File: config.mk
export PLATFORM = sky130hd
export DESIGN_NAME = bsd_sequencer
export DESIGN_NICKNAME = d
export VERILOG_FILES = /design/src/verilog/bsd_pkg.sv /design/src/verilog/bsd_override.sv /design/src/verilog/bsd_thresh_cmp.sv /design/src/verilog/bsd_sequencer.sv
export SDC_FILE = /design/constraint.sdc
export NUM_CORES = 1
export LEC_CHECK = 0
export BUFFER_PORTS_ARGS = -buffer_cell sky130_fd_sc_hd__buf_2
export CAP_MARGIN = 20
export CORE_ASPECT_RATIO = 0.5
export CORE_MARGIN = 1
export CORE_UTILIZATION = 50
export DETAILED_ROUTE_END_ITERATION = 12
export PLACE_DENSITY = 0.71
export SETUP_SLACK_MARGIN = 0.15
export SLEW_MARGIN = 20
export SYNTH_ARGS = -nofsm -noshare
export SYNTH_HDL_FRONTEND = slang
export SYNTH_SLANG_ARGS = --single-unit
File: constraint.sdc
create_clock -name ref_clk -period 3.35 [get_ports ref_clk]
set_input_delay 0.67 -clock ref_clk [delete_from_list [all_inputs] [get_ports ref_clk]]
set_output_delay 0.67 -clock ref_clk [all_outputs]
set_load 0.05 [all_outputs]
File: src/verilog/bsd_pkg.sv
// shared constants, codes and types of the switch diagnostic sequencer
package bsd_pkg;

    ////////////////////////////////////////////////////////////////////////
    // channel geometry
    localparam int CH_N = 14;
    localparam int DW = 14;

    ////////////////////////////////////////////////////////////////////////
    // scan_config_select codes of the four diagnostic modes
    localparam logic [2:0] CFG_SHORT = 3'h4;
    localparam logic [2:0] CFG_OPEN = 3'h5;
    localparam logic [2:0] CFG_ODD = 3'h6;
    localparam logic [2:0] CFG_EVEN = 3'h7;

    // nonadjacent switch patterns for the sense-wire modes
    localparam logic [13:0] PAT_ODD = 14'h1555;
    localparam logic [13:0] PAT_EVEN = 14'h2aaa;

    ////////////////////////////////////////////////////////////////////////
    // register byte offsets, one aligned word each
    localparam logic [5:0] OFS_CTRL = 6'h00;
    localparam logic [5:0] OFS_MEAS_A = 6'h04;
    localparam logic [5:0] OFS_MEAS_B = 6'h08;
    localparam logic [5:0] OFS_BAL_EN = 6'h0c;
    localparam logic [5:0] OFS_POLARITY = 6'h10;
    localparam logic [5:0] OFS_DIAG_SEL = 6'h14;
    localparam logic [5:0] OFS_TOP_CELL = 6'h18;
    localparam logic [5:0] OFS_SHORT_THR = 6'h1c;
    localparam logic [5:0] OFS_LOW_THR = 6'h20;
    localparam logic [5:0] OFS_HIGH_THR = 6'h24;
    localparam logic [5:0] OFS_ALERT = 6'h28;
    localparam logic [5:0] OFS_STATUS = 6'h2c;

    ////////////////////////////////////////////////////////////////////////
    // field positions
    localparam int CTRL_SEL_LSB = 0;
    localparam int CTRL_ALT_BIT = 3;
    localparam int CTRL_OVS_LSB = 4;
    localparam int CTRL_START_BIT = 8;
    localparam int CTRL_BUSY_BIT = 9;
    localparam int ALERT_SUM_BIT = 16;
    localparam int STAT_DONE_BIT = 0;
    localparam int STAT_BUSY_BIT = 1;

    ////////////////////////////////////////////////////////////////////////
    // reset values that are not zero
    localparam logic [15:0] RST_MEAS_A = 16'h3fff;
    localparam logic [3:0] RST_TOP_CELL = 4'he;
    localparam logic [13:0] RST_HIGH_THR = 14'h3fff;

    // scan sequencing phases
    typedef enum logic [1:0] {BSD_IDLE, BSD_ARM, BSD_RUN} bsd_phase_t;

    // any of the four switch diagnostic modes
    function automatic logic isDiag(input logic [2:0] sel);
        return sel[2];
    endfunction : isDiag

    // modes that convert bipolar with one sample per channel
    function automatic logic isBipolarMode(input logic [2:0] sel);
        return sel[2] & (sel[1] | sel[0]);
    endfunction : isBipolarMode

endpackage : bsd_pkg

File: src/verilog/bsd_override.sv
// effective acquisition configuration with diagnostic overrides applied
`timescale 1ns/10ps
module bsd_override (
    input wire logic running,
    input wire logic [2:0] sel,
    input wire logic [15:0] measA,
    input wire logic [5:0] measB,
    input wire logic [13:0] balEn,
    input wire logic [13:0] polarity,
    input wire logic [3:0] diagSel,
    input wire logic altSel,
    input wire logic [3:0] ovs,
    input wire logic [3:0] topCell,
    output logic [15:0] effMeasA,
    output logic [5:0] effMeasB,
    output logic [13:0] effBal,
    output logic [3:0] effDiag,
    output logic effAlt,
    output logic [3:0] effOvs,
    output logic effBip
);
    logic [13:0] topMask;
    logic [13:0] sensePat;

    ////////////////////////////////////////////////////////////////////////
    // position i is cell i+1; cells above the top cell are masked
    genvar i;
    generate
        for (i = 0; i < bsd_pkg::CH_N; i++) begin : g_top
            assign topMask[i] = (5'(i) < {1'b0, topCell});
        end
    endgenerate

    ////////////////////////////////////////////////////////////////////////
    // overrides hold only while a scan runs, else the host setup passes
    always_comb begin
        effMeasA = measA;
        effMeasB = measB;
        effBal = balEn;
        effDiag = diagSel;
        effAlt = altSel;
        effOvs = ovs;
        effBip = 1'b0;
        sensePat = (sel == bsd_pkg::CFG_ODD) ? bsd_pkg::PAT_ODD :
            bsd_pkg::PAT_EVEN;
        if (running && bsd_pkg::isDiag(sel)) begin
            effMeasA[15:14] = 2'h0;
            effMeasB = 6'h00;
            effDiag = 4'h0;
            effAlt = 1'b1;
            case (sel)
                bsd_pkg::CFG_SHORT: begin
                    effBal = 14'h0000;
                    effMeasA[13:0] = measA[13:0] & ~polarity;
                end
                bsd_pkg::CFG_OPEN: begin
                    effMeasA[13:0] = balEn & ~polarity;
                    effBip = 1'b1;
                    effOvs = 4'h0;
                end
                default: begin
                    effBal = sensePat & ~polarity & topMask;
                    effMeasA[13:0] = sensePat & ~polarity & topMask;
                    effBip = 1'b1;
                    effOvs = 4'h0;
                end
            endcase
        end
    end

endmodule : bsd_override

File: src/verilog/bsd_thresh_cmp.sv
// per-result threshold comparison of the switch diagnostic modes
`timescale 1ns/10ps
module bsd_thresh_cmp (
    input wire logic [2:0] sel,
    input wire logic [13:0] data,
    input wire logic [13:0] shortThr,
    input wire logic [13:0] lowThr,
    input wire logic [13:0] highThr,
    output logic fault
);
    ////////////////////////////////////////////////////////////////////////
    // codes compare unsigned; a result equal to a threshold is no fault
    always_comb begin
        if (sel == bsd_pkg::CFG_SHORT) begin
            fault = (data < shortThr);
        end else if (bsd_pkg::isDiag(sel)) begin
            fault = (data < lowThr) || (data > highThr);
        end else begin
            fault = 1'b0;
        end
    end

endmodule : bsd_thresh_cmp

File: src/verilog/bsd_sequencer.sv
// switch diagnostic scan sequencer with its register file
`timescale 1ns/10ps

////////////////////////////////////////////////////////////////////////////
// Functional notes
// - short mode turns every balancing switch off during the scan
// - short mode measures only enabled unipolar cells
// - short mode compares unipolar results and flags the channel
// - short fault is a result below the short threshold only
// - all four diagnostic modes: alternate path on, block, aux and diag cleared
// - open mode converts bipolar
// - open mode measures enabled switches at unipolar positions
// - open mode flags results above high or below low threshold
// - open and sense modes force one sample per channel
// - sense modes close odd 1555h or even 2AAAh switches
// - sense pattern masks bipolar positions and those above top cell
// - sense modes measure active unipolar positions, bipolar
// - sense modes flag results outside low and high thresholds
// - alert cleared at diagnostic start, written at end, then kept
// - summary is the OR of all alert bits at scan end
// - overrides apply only while the scan runs, then restored
module bsd_sequencer #(
    parameter int CH_NUM = 14
) (
    input wire logic ref_clk,
    input wire logic rst_n,
    input wire logic ce,
    input wire logic [5:0] avs_address,
    input wire logic avs_read,
    input wire logic avs_write,
    input wire logic [31:0] avs_writedata,
    input wire logic [3:0] avs_byteenable,
    output logic [31:0] avs_readdata,
    output logic avs_waitrequest,
    input wire logic acqDone,
    input wire logic resultValid,
    input wire logic [3:0] resultChannel,
    input wire logic [13:0] resultData,
    output logic acqStart,
    output logic scanBusy,
    output logic scanCompleteFlag,
    output logic [13:0] switchFaultAlert,
    output logic switchAlertSummary,
    output logic [15:0] effMeasureEnA,
    output logic [5:0] effMeasureEnB,
    output logic [13:0] effBalanceEn,
    output logic [3:0] effDiagSel,
    output logic effAltPath,
    output logic [3:0] effOversample,
    output logic effBipolar
);
    typedef struct packed {
        logic ack;
        logic [31:0] rdata;
        logic [2:0] cfgSel;
        logic altSel;
        logic [3:0] ovs;
        logic [15:0] measA;
        logic [5:0] measB;
        logic [13:0] balEn;
        logic [13:0] polarity;
        logic [3:0] diagSel;
        logic [3:0] topCell;
        logic [13:0] shortThr;
        logic [13:0] lowThr;
        logic [13:0] highThr;
        logic [13:0] alert;
        logic summary;
        logic done;
        logic [13:0] pending;
        bsd_pkg::bsd_phase_t phase;
        logic [2:0] runSel;
        logic acqStart;
        logic [15:0] effMeasA;
        logic [5:0] effMeasB;
        logic [13:0] effBal;
        logic [3:0] effDiag;
        logic effAlt;
        logic [3:0] effOvs;
        logic effBip;
    } bsd_state_t;

    bsd_state_t s;
    bsd_state_t next_s;
    logic [31:0] wd;
    logic [31:0] rd;
    logic [13:0] pend;
    logic req;
    logic running;
    logic fault;
    logic chanHit;
    logic [2:0] ovSel;
    logic [15:0] ovMeasA;
    logic [5:0] ovMeasB;
    logic [13:0] ovBal;
    logic [3:0] ovDiag;
    logic ovAlt;
    logic [3:0] ovOvs;
    logic ovBip;

    ////////////////////////////////////////////////////////////////////////
    // the channel count is fixed by the field widths of the map
    generate
        if (CH_NUM != bsd_pkg::CH_N) begin : g_chk
            $error("bsd_sequencer serves exactly 14 channels");
        end
    endgenerate

    // merge a write into an old word under the byte enables
    function automatic logic [31:0] beMerge(input logic [31:0] old,
        input logic [31:0] nw, input logic [3:0] be);
        logic [31:0] r;
        r = old;
        for (int b = 0; b < 4; b++) begin
            if (be[b]) begin
                r[8*b +: 8] = nw[8*b +: 8];
            end
        end
        return r;
    endfunction : beMerge

    ////////////////////////////////////////////////////////////////////////
    // sub blocks: overrides from the held setup, comparison of results
    assign running = (s.phase != bsd_pkg::BSD_IDLE);
    assign ovSel = running ? s.runSel : s.cfgSel;

    bsd_override u_override (
        .running(running),
        .sel(ovSel),
        .measA(s.measA),
        .measB(s.measB),
        .balEn(s.balEn),
        .polarity(s.polarity),
        .diagSel(s.diagSel),
        .altSel(s.altSel),
        .ovs(s.ovs),
        .topCell(s.topCell),
        .effMeasA(ovMeasA),
        .effMeasB(ovMeasB),
        .effBal(ovBal),
        .effDiag(ovDiag),
        .effAlt(ovAlt),
        .effOvs(ovOvs),
        .effBip(ovBip)
    );

    bsd_thresh_cmp u_cmp (
        .sel(s.runSel),
        .data(resultData),
        .shortThr(s.shortThr),
        .lowThr(s.lowThr),
        .highThr(s.highThr),
        .fault(fault)
    );

    // only results of channels that the scan really measures count
    assign chanHit = resultValid && (resultChannel < 4'he) &&
        s.effMeasA[resultChannel];

    ////////////////////////////////////////////////////////////////////////
    // bus handshake: one wait cycle, frozen while the clock enable is low
    assign req = avs_read || avs_write;
    assign avs_waitrequest = req && !(s.ack && ce);
    assign avs_readdata = s.rdata;
    assign acqStart = s.acqStart;
    assign scanBusy = running;
    assign scanCompleteFlag = s.done;
    assign switchFaultAlert = s.alert;
    assign switchAlertSummary = s.summary;
    assign effMeasureEnA = s.effMeasA;
    assign effMeasureEnB = s.effMeasB;
    assign effBalanceEn = s.effBal;
    assign effDiagSel = s.effDiag;
    assign effAltPath = s.effAlt;
    assign effOversample = s.effOvs;
    assign effBipolar = s.effBip;

    ////////////////////////////////////////////////////////////////////////
    // next state: bus access first, so scan events set over any clear
    always_comb begin
        next_s = s;
        next_s.acqStart = 1'b0;
        wd = 32'h0000_0000;
        rd = 32'h0000_0000;
        pend = s.pending;
        // read view of the addressed word
        if (avs_address == bsd_pkg::OFS_CTRL) begin
            rd[bsd_pkg::CTRL_SEL_LSB +: 3] = s.cfgSel;
            rd[bsd_pkg::CTRL_ALT_BIT] = s.altSel;
            rd[bsd_pkg::CTRL_OVS_LSB +: 4] = s.ovs;
            rd[bsd_pkg::CTRL_BUSY_BIT] = running;
        end else if (avs_address == bsd_pkg::OFS_MEAS_A) begin
            rd = 32'(s.measA);
        end else if (avs_address == bsd_pkg::OFS_MEAS_B) begin
            rd = 32'(s.measB);
        end else if (avs_address == bsd_pkg::OFS_BAL_EN) begin
            rd = 32'(s.balEn);
        end else if (avs_address == bsd_pkg::OFS_POLARITY) begin
            rd = 32'(s.polarity);
        end else if (avs_address == bsd_pkg::OFS_DIAG_SEL) begin
            rd = 32'(s.diagSel);
        end else if (avs_address == bsd_pkg::OFS_TOP_CELL) begin
            rd = 32'(s.topCell);
        end else if (avs_address == bsd_pkg::OFS_SHORT_THR) begin
            rd = 32'(s.shortThr);
        end else if (avs_address == bsd_pkg::OFS_LOW_THR) begin
            rd = 32'(s.lowThr);
        end else if (avs_address == bsd_pkg::OFS_HIGH_THR) begin
            rd = 32'(s.highThr);
        end else if (avs_address == bsd_pkg::OFS_ALERT) begin
            rd = 32'(s.alert);
            rd[bsd_pkg::ALERT_SUM_BIT] = s.summary;
        end else if (avs_address == bsd_pkg::OFS_STATUS) begin
            rd[bsd_pkg::STAT_DONE_BIT] = s.done;
            rd[bsd_pkg::STAT_BUSY_BIT] = running;
        end
        next_s.ack = req && !s.ack;
        if (req && !s.ack) begin
            next_s.rdata = avs_read ? rd : 32'h0000_0000;
        end
        // writes take effect on the edge that completes the request
        if (s.ack && avs_write) begin
            wd = beMerge(rd, avs_writedata, avs_byteenable);
            if (avs_address == bsd_pkg::OFS_CTRL) begin
                next_s.cfgSel = wd[bsd_pkg::CTRL_SEL_LSB +: 3];
                next_s.altSel = wd[bsd_pkg::CTRL_ALT_BIT];
                next_s.ovs = wd[bsd_pkg::CTRL_OVS_LSB +: 4];
                // a start while busy is dropped, never queued
                if (wd[bsd_pkg::CTRL_START_BIT] && !running) begin
                    next_s.phase = bsd_pkg::BSD_ARM;
                    next_s.runSel = wd[bsd_pkg::CTRL_SEL_LSB +: 3];
                    next_s.pending = 14'h0000;
                    if (bsd_pkg::isDiag(wd[bsd_pkg::CTRL_SEL_LSB +: 3])) begin
                        next_s.alert = 14'h0000;
                    end
                end
            end else if (avs_address == bsd_pkg::OFS_MEAS_A) begin
                next_s.measA = wd[15:0];
            end else if (avs_address == bsd_pkg::OFS_MEAS_B) begin
                next_s.measB = wd[5:0];
            end else if (avs_address == bsd_pkg::OFS_BAL_EN) begin
                next_s.balEn = wd[13:0];
            end else if (avs_address == bsd_pkg::OFS_POLARITY) begin
                next_s.polarity = wd[13:0];
            end else if (avs_address == bsd_pkg::OFS_DIAG_SEL) begin
                next_s.diagSel = wd[3:0];
            end else if (avs_address == bsd_pkg::OFS_TOP_CELL) begin
                next_s.topCell = wd[3:0];
            end else if (avs_address == bsd_pkg::OFS_SHORT_THR) begin
                next_s.shortThr = wd[13:0];
            end else if (avs_address == bsd_pkg::OFS_LOW_THR) begin
                next_s.lowThr = wd[13:0];
            end else if (avs_address == bsd_pkg::OFS_HIGH_THR) begin
                next_s.highThr = wd[13:0];
            end else if (avs_address == bsd_pkg::OFS_ALERT) begin
                if (avs_byteenable[2] && !wd[bsd_pkg::ALERT_SUM_BIT]) begin
                    next_s.summary = 1'b0;
                end
            end else if (avs_address == bsd_pkg::OFS_STATUS) begin
                if (avs_byteenable[0] && avs_writedata[bsd_pkg::STAT_DONE_BIT])
                begin
                    next_s.done = 1'b0;
                end
            end
        end
        // scan sequencing
        case (s.phase)
            bsd_pkg::BSD_ARM: begin
                next_s.phase = bsd_pkg::BSD_RUN;
                next_s.acqStart = 1'b1; // overrides reach the outputs on this same edge
            end
            bsd_pkg::BSD_RUN: begin
                if (chanHit && fault) begin
                    pend[resultChannel] = 1'b1;
                end
                next_s.pending = pend;
                if (acqDone) begin
                    next_s.phase = bsd_pkg::BSD_IDLE;
                    next_s.done = 1'b1;
                    if (bsd_pkg::isDiag(s.runSel)) begin
                        next_s.alert = pend;
                        next_s.summary = |pend;
                    end
                end
            end
            default: begin
            end
        endcase
        // effective setup follows one cycle behind the held setup
        next_s.effMeasA = ovMeasA;
        next_s.effMeasB = ovMeasB;
        next_s.effBal = ovBal;
        next_s.effDiag = ovDiag;
        next_s.effAlt = ovAlt;
        next_s.effOvs = ovOvs;
        next_s.effBip = ovBip;
    end

    ////////////////////////////////////////////////////////////////////////
    // state register; the clock enable freezes everything
    always_ff @(posedge ref_clk or negedge rst_n) begin
        if (!rst_n) begin
            s <= '0;
            s.measA <= bsd_pkg::RST_MEAS_A;
            s.effMeasA <= bsd_pkg::RST_MEAS_A;
            s.topCell <= bsd_pkg::RST_TOP_CELL;
            s.highThr <= bsd_pkg::RST_HIGH_THR;
        end else if (ce) begin
            s <= next_s;
        end
    end
endmodule : bsd_sequencer

==> out/metrics.csv <==
stage,metric,value,unit
critical_path,Critical Path AT,3.41,ns
critical_path,"setup slack, reg-to-reg",0.34,ns
global_routing,total gr overflow,0,
global_routing,met1 Usage GRT,49.3,%
placed_design,RePlAce Congestion,1.02,
power,Comb power frac,17.1,%
logic_synthesis,Post-synth top cells,"163 x dfrtp_1, 138 x a21oi_1, 112 x nand2_1, 112 x nor2_1, 107 x o21ai_0",
sta,Final Hold Viols,0,
cells_and_area,layout cells sized above 1,22.1,%
route,via count,10800,
clock_tree,cts repair resizes,0,
sta,Rel. slew slack,37.7,%
global_routing,GRT Total Usage,32.1,%
sta,Final Slew Violations,0,
clock_tree,CTS sink count,208,
floorplanning,Starting Density,52.2,%
critical_path,CP endpoint kind,register,
logic_synthesis,dominant synthesized flop cell,dfrtp_1,
global_routing,met2 GRT Util,45.9,%
cells_and_area,Area Overhead vs Synth,9.61,%
global_routing,GR Util met3,7.64,%
route,post-route ant nets,0,
logic_synthesis,top cell type by total area after synthesis,dfrtp_1,
outcome,status,"complete, no violations",
placed_design,Buffers on Ports,132,
global_routing,GR peak layer,met1,
critical_path,crit path launch,s[51],
clock_tree,# hold bufs at CTS,0,
logic_synthesis,number of synthesized flops with an enable pin,0,
sta,Final Setup Violations,0,
sta,setup tns final,0,ns
floorplanning,die width,223,um
cells_and_area,nets,1529,
clock_tree,Worst-path clk slew,0.07,ns
power,Leakage Power,5.83,nW
global_routing,initial antenna violation count,1,
floorplanning,Core Region,0.0233,mm2
cells_and_area,"non-filler cells, final",1740,
power,PwrDens,454,mW/mm2
power,total chip power,6.06,mW
sta,worst slew pin tran,0.935,ns
min_path,worst hold path type,in2async,
run,total of max-cap violations,0,
logic_synthesis,Yosys top cell area share,33.5,%
critical_path,Worst Path Required,3.74,ns
power,register share of total power,46.4,%
power,clock group share of total power,36.5,%
critical_path,worst r2r src,s[51],
sta,fmax,332,MHz
logic_synthesis,Mapped Area,0.0122,mm2
floorplanning,standard-cell row count,39,
critical_path,startpoint types,register,
placed_design,hpwl dp,30800,um
route,Post-Route WL,40100,um
clock_tree,CTS buffer count,20,
critical_path,FF-to-FF End,effMeasureEnA[13],
cells_and_area,Fill cells,2098,
logic_synthesis,"count leader, synth",dfrtp_1,
logic_synthesis,ys async rst share,100,%
logic_synthesis,Cells after Synth,1373,
placed_design,placed cells,1704,
route,vias per inst,6.19,
power,Power Internal,4.16,mW
sta,period utilization,89.9,%
placed_design,Placed Area,0.0127,mm2
logic_synthesis,Avg Inst Size Synth,8.87,um2
route,1st-pass router iterations,5,
cells_and_area,"Design Area, Final",0.0133,mm2
critical_path,Worst Reg2Reg Path Length in Cells,9,
sta,Final Skew,0.0190,ns
logic_synthesis,total of warnings raised by yosys,0,
clock_tree,Clock Path Buffers,3,
logic_synthesis,"flops & latches, synth",208,
route,residual DRC count,0,
sta,Final min period,3.01,ns
logic_synthesis,post-synthesis cell type count,77,
clock_tree,CTS H-Tree Depth,1,
critical_path,kind of critical path,reg2reg,
route,DR iter-0 viols,1342,
global_routing,largest net degree at the start of global routing,90,
clock_tree,CTS tree,yes,
clock_tree,CTS Root Buffer Type,clkbuf_16,
floorplanning,chip height,112,um
placed_design,worst slack at placement,0.193,ns
power,Max rail drop VDD,0.264,mV
logic_synthesis,Area contributors post-synth,"dfrtp_1 34%, dfstp_2 9.7%, buf_4 5.8%, a21oi_1 5.7%, ha_1 4.4%",
critical_path,CP Max Fanout,11,
sta,RSZ-0062 raised after global routing,no,
global_routing,vias in the first global route,10200,
route,Avg WL per Cell,23.0,um
floorplanning,die footprint,0.0250,mm2
global_routing,first-pass GRT wire length,61000,um
logic_synthesis,register area share after synthesis,43.2,%
clock_tree,number of setup buffers added after CTS,0,
clock_tree,clk_lat worst skew,0.51,ns
power,Sw Pwr,1.90,mW
sta,fin worst setup slack,0.337,ns
power,sw frac,31.3,%
floorplanning,# IOs,164,
-- metrics by stage --
stage          hold slack (ns)  util, %
2_1_floorplan            0.374        -
3_3_place_gp             0.455     54.6
3_5_place_dp             0.460     54.6
4_1_cts                  0.250     57.2
5_1_grt                  0.285     57.2
6_report                 0.220     57.2
-- cells in the final DEF (no fill, tap or decap), types with 7 or more instances in the layout --
master and count:
dfrtp_1 163, a21oi_1 138, buf_2 131, nor2_1 112, nand2_1 112, o21ai_0 107
inv_1 85, buf_4 53, dfstp_2 45, ha_1 43, nand3_1 35, nor3_1 34
a22oi_1 26, mux2_2 21, clkbuf_16 21, mux2i_1 18, o31ai_1 18, o21a_1 18
conb_1 15, o211ai_1 14, nor4_1 13, a31oi_1 12, o22ai_1 11, o21ai_1 11
nand2b_1 10, nand4_1 10, nor2b_1 9, a221oi_1 8, a32oi_1 8, or3_1 8
a21o_1 8, a211oi_1 7, clkinv_2 7
-- critical path: stages, from the launching register on --
cell,delay (ns)
dfrtp_1,0.39
inv_1,0.11
ha_1,0.30
buf_4,0.24
mux2i_1,0.47
nor2_1,0.28
o2bb2ai_1,0.19
a22oi_1,0.14
a2bb2oi_1,0.62
a21oi_1,0.17
-- metal layers --
metal / up-vias / share of wire, % / wire length (um)
li1: 4892 / - / -
met1: 5283 / 45 / 18200
met2: 547 / 41 / 16600
met3: 51 / 12 / 4610
met4: 0 / 1.6 / 636
met5: - / 0 / 0
-- power by group through the flow --
stage | Sequential (mW) | Clock [mW] | Combinational, mW
3_5_place_dp | 2.85 | 0 | 1.02
5_1_grt | 2.82 | 2.31 | 1.12
3_3_place_gp | 2.84 | 0 | 0.993
4_1_cts | 2.80 | 2.22 | 1.03
6_report | 2.81 | 2.21 | 1.04
2_1_floorplan | 2.80 | 0 | 0.740
-- state kept, by name, indices dropped and copies added (netlist names) --
register	flops
s	128
effOversample	4
effBipolar	1
switchFaultAlert	14
effBalanceEn	14
effDiagSel	4
effAltPath	1
acqStart	1
scanCompleteFlag	1
switchAlertSummary	1
effMeasureEnA	16
effMeasureEnB	6
avs_readdata	17
-- cell type report --
type	instances	area (um2)	share of cell area [%]
multi-input combinational	915	5610	42.1
sequential	208	5260	39.4
timing repair buffer	189	1150	8.60
clock buffer	26	564	4.23
tap	307	384	2.88
inverter	85	319	2.39
clock inverter	9	50.0	0.375
antenna	1	2.50	0.0188
-- cells by family (layout without fill, tap and decap cells) --
family / after synthesis / after routing / synth area share (%)
AOI/OAI and AO/OA: 432 / 432 / 22.1
adders and majority gates: 43 / 43 / 4.42
buffers and inverters: 264 / 309 / 11.2
DFF: 208 / 208 / 43.2
muxes: 42 / 42 / 3.91
other: 1 / 16 / 0.0308
and+or+nand+nor: 383 / 383 / 15.2
-- worst max-delay path by stage --
stage                               end  depth (start not counted)
finish                effMeasureEnA[13]                          9
global route          effMeasureEnA[13]                          9
CTS                 switchFaultAlert[0]                          9
detailed placement  switchFaultAlert[0]                          9
global placement    switchFaultAlert[0]                          9
floorplan           switchFaultAlert[0]                          8
No activity file was read; power rests on OpenSTA's default activity.
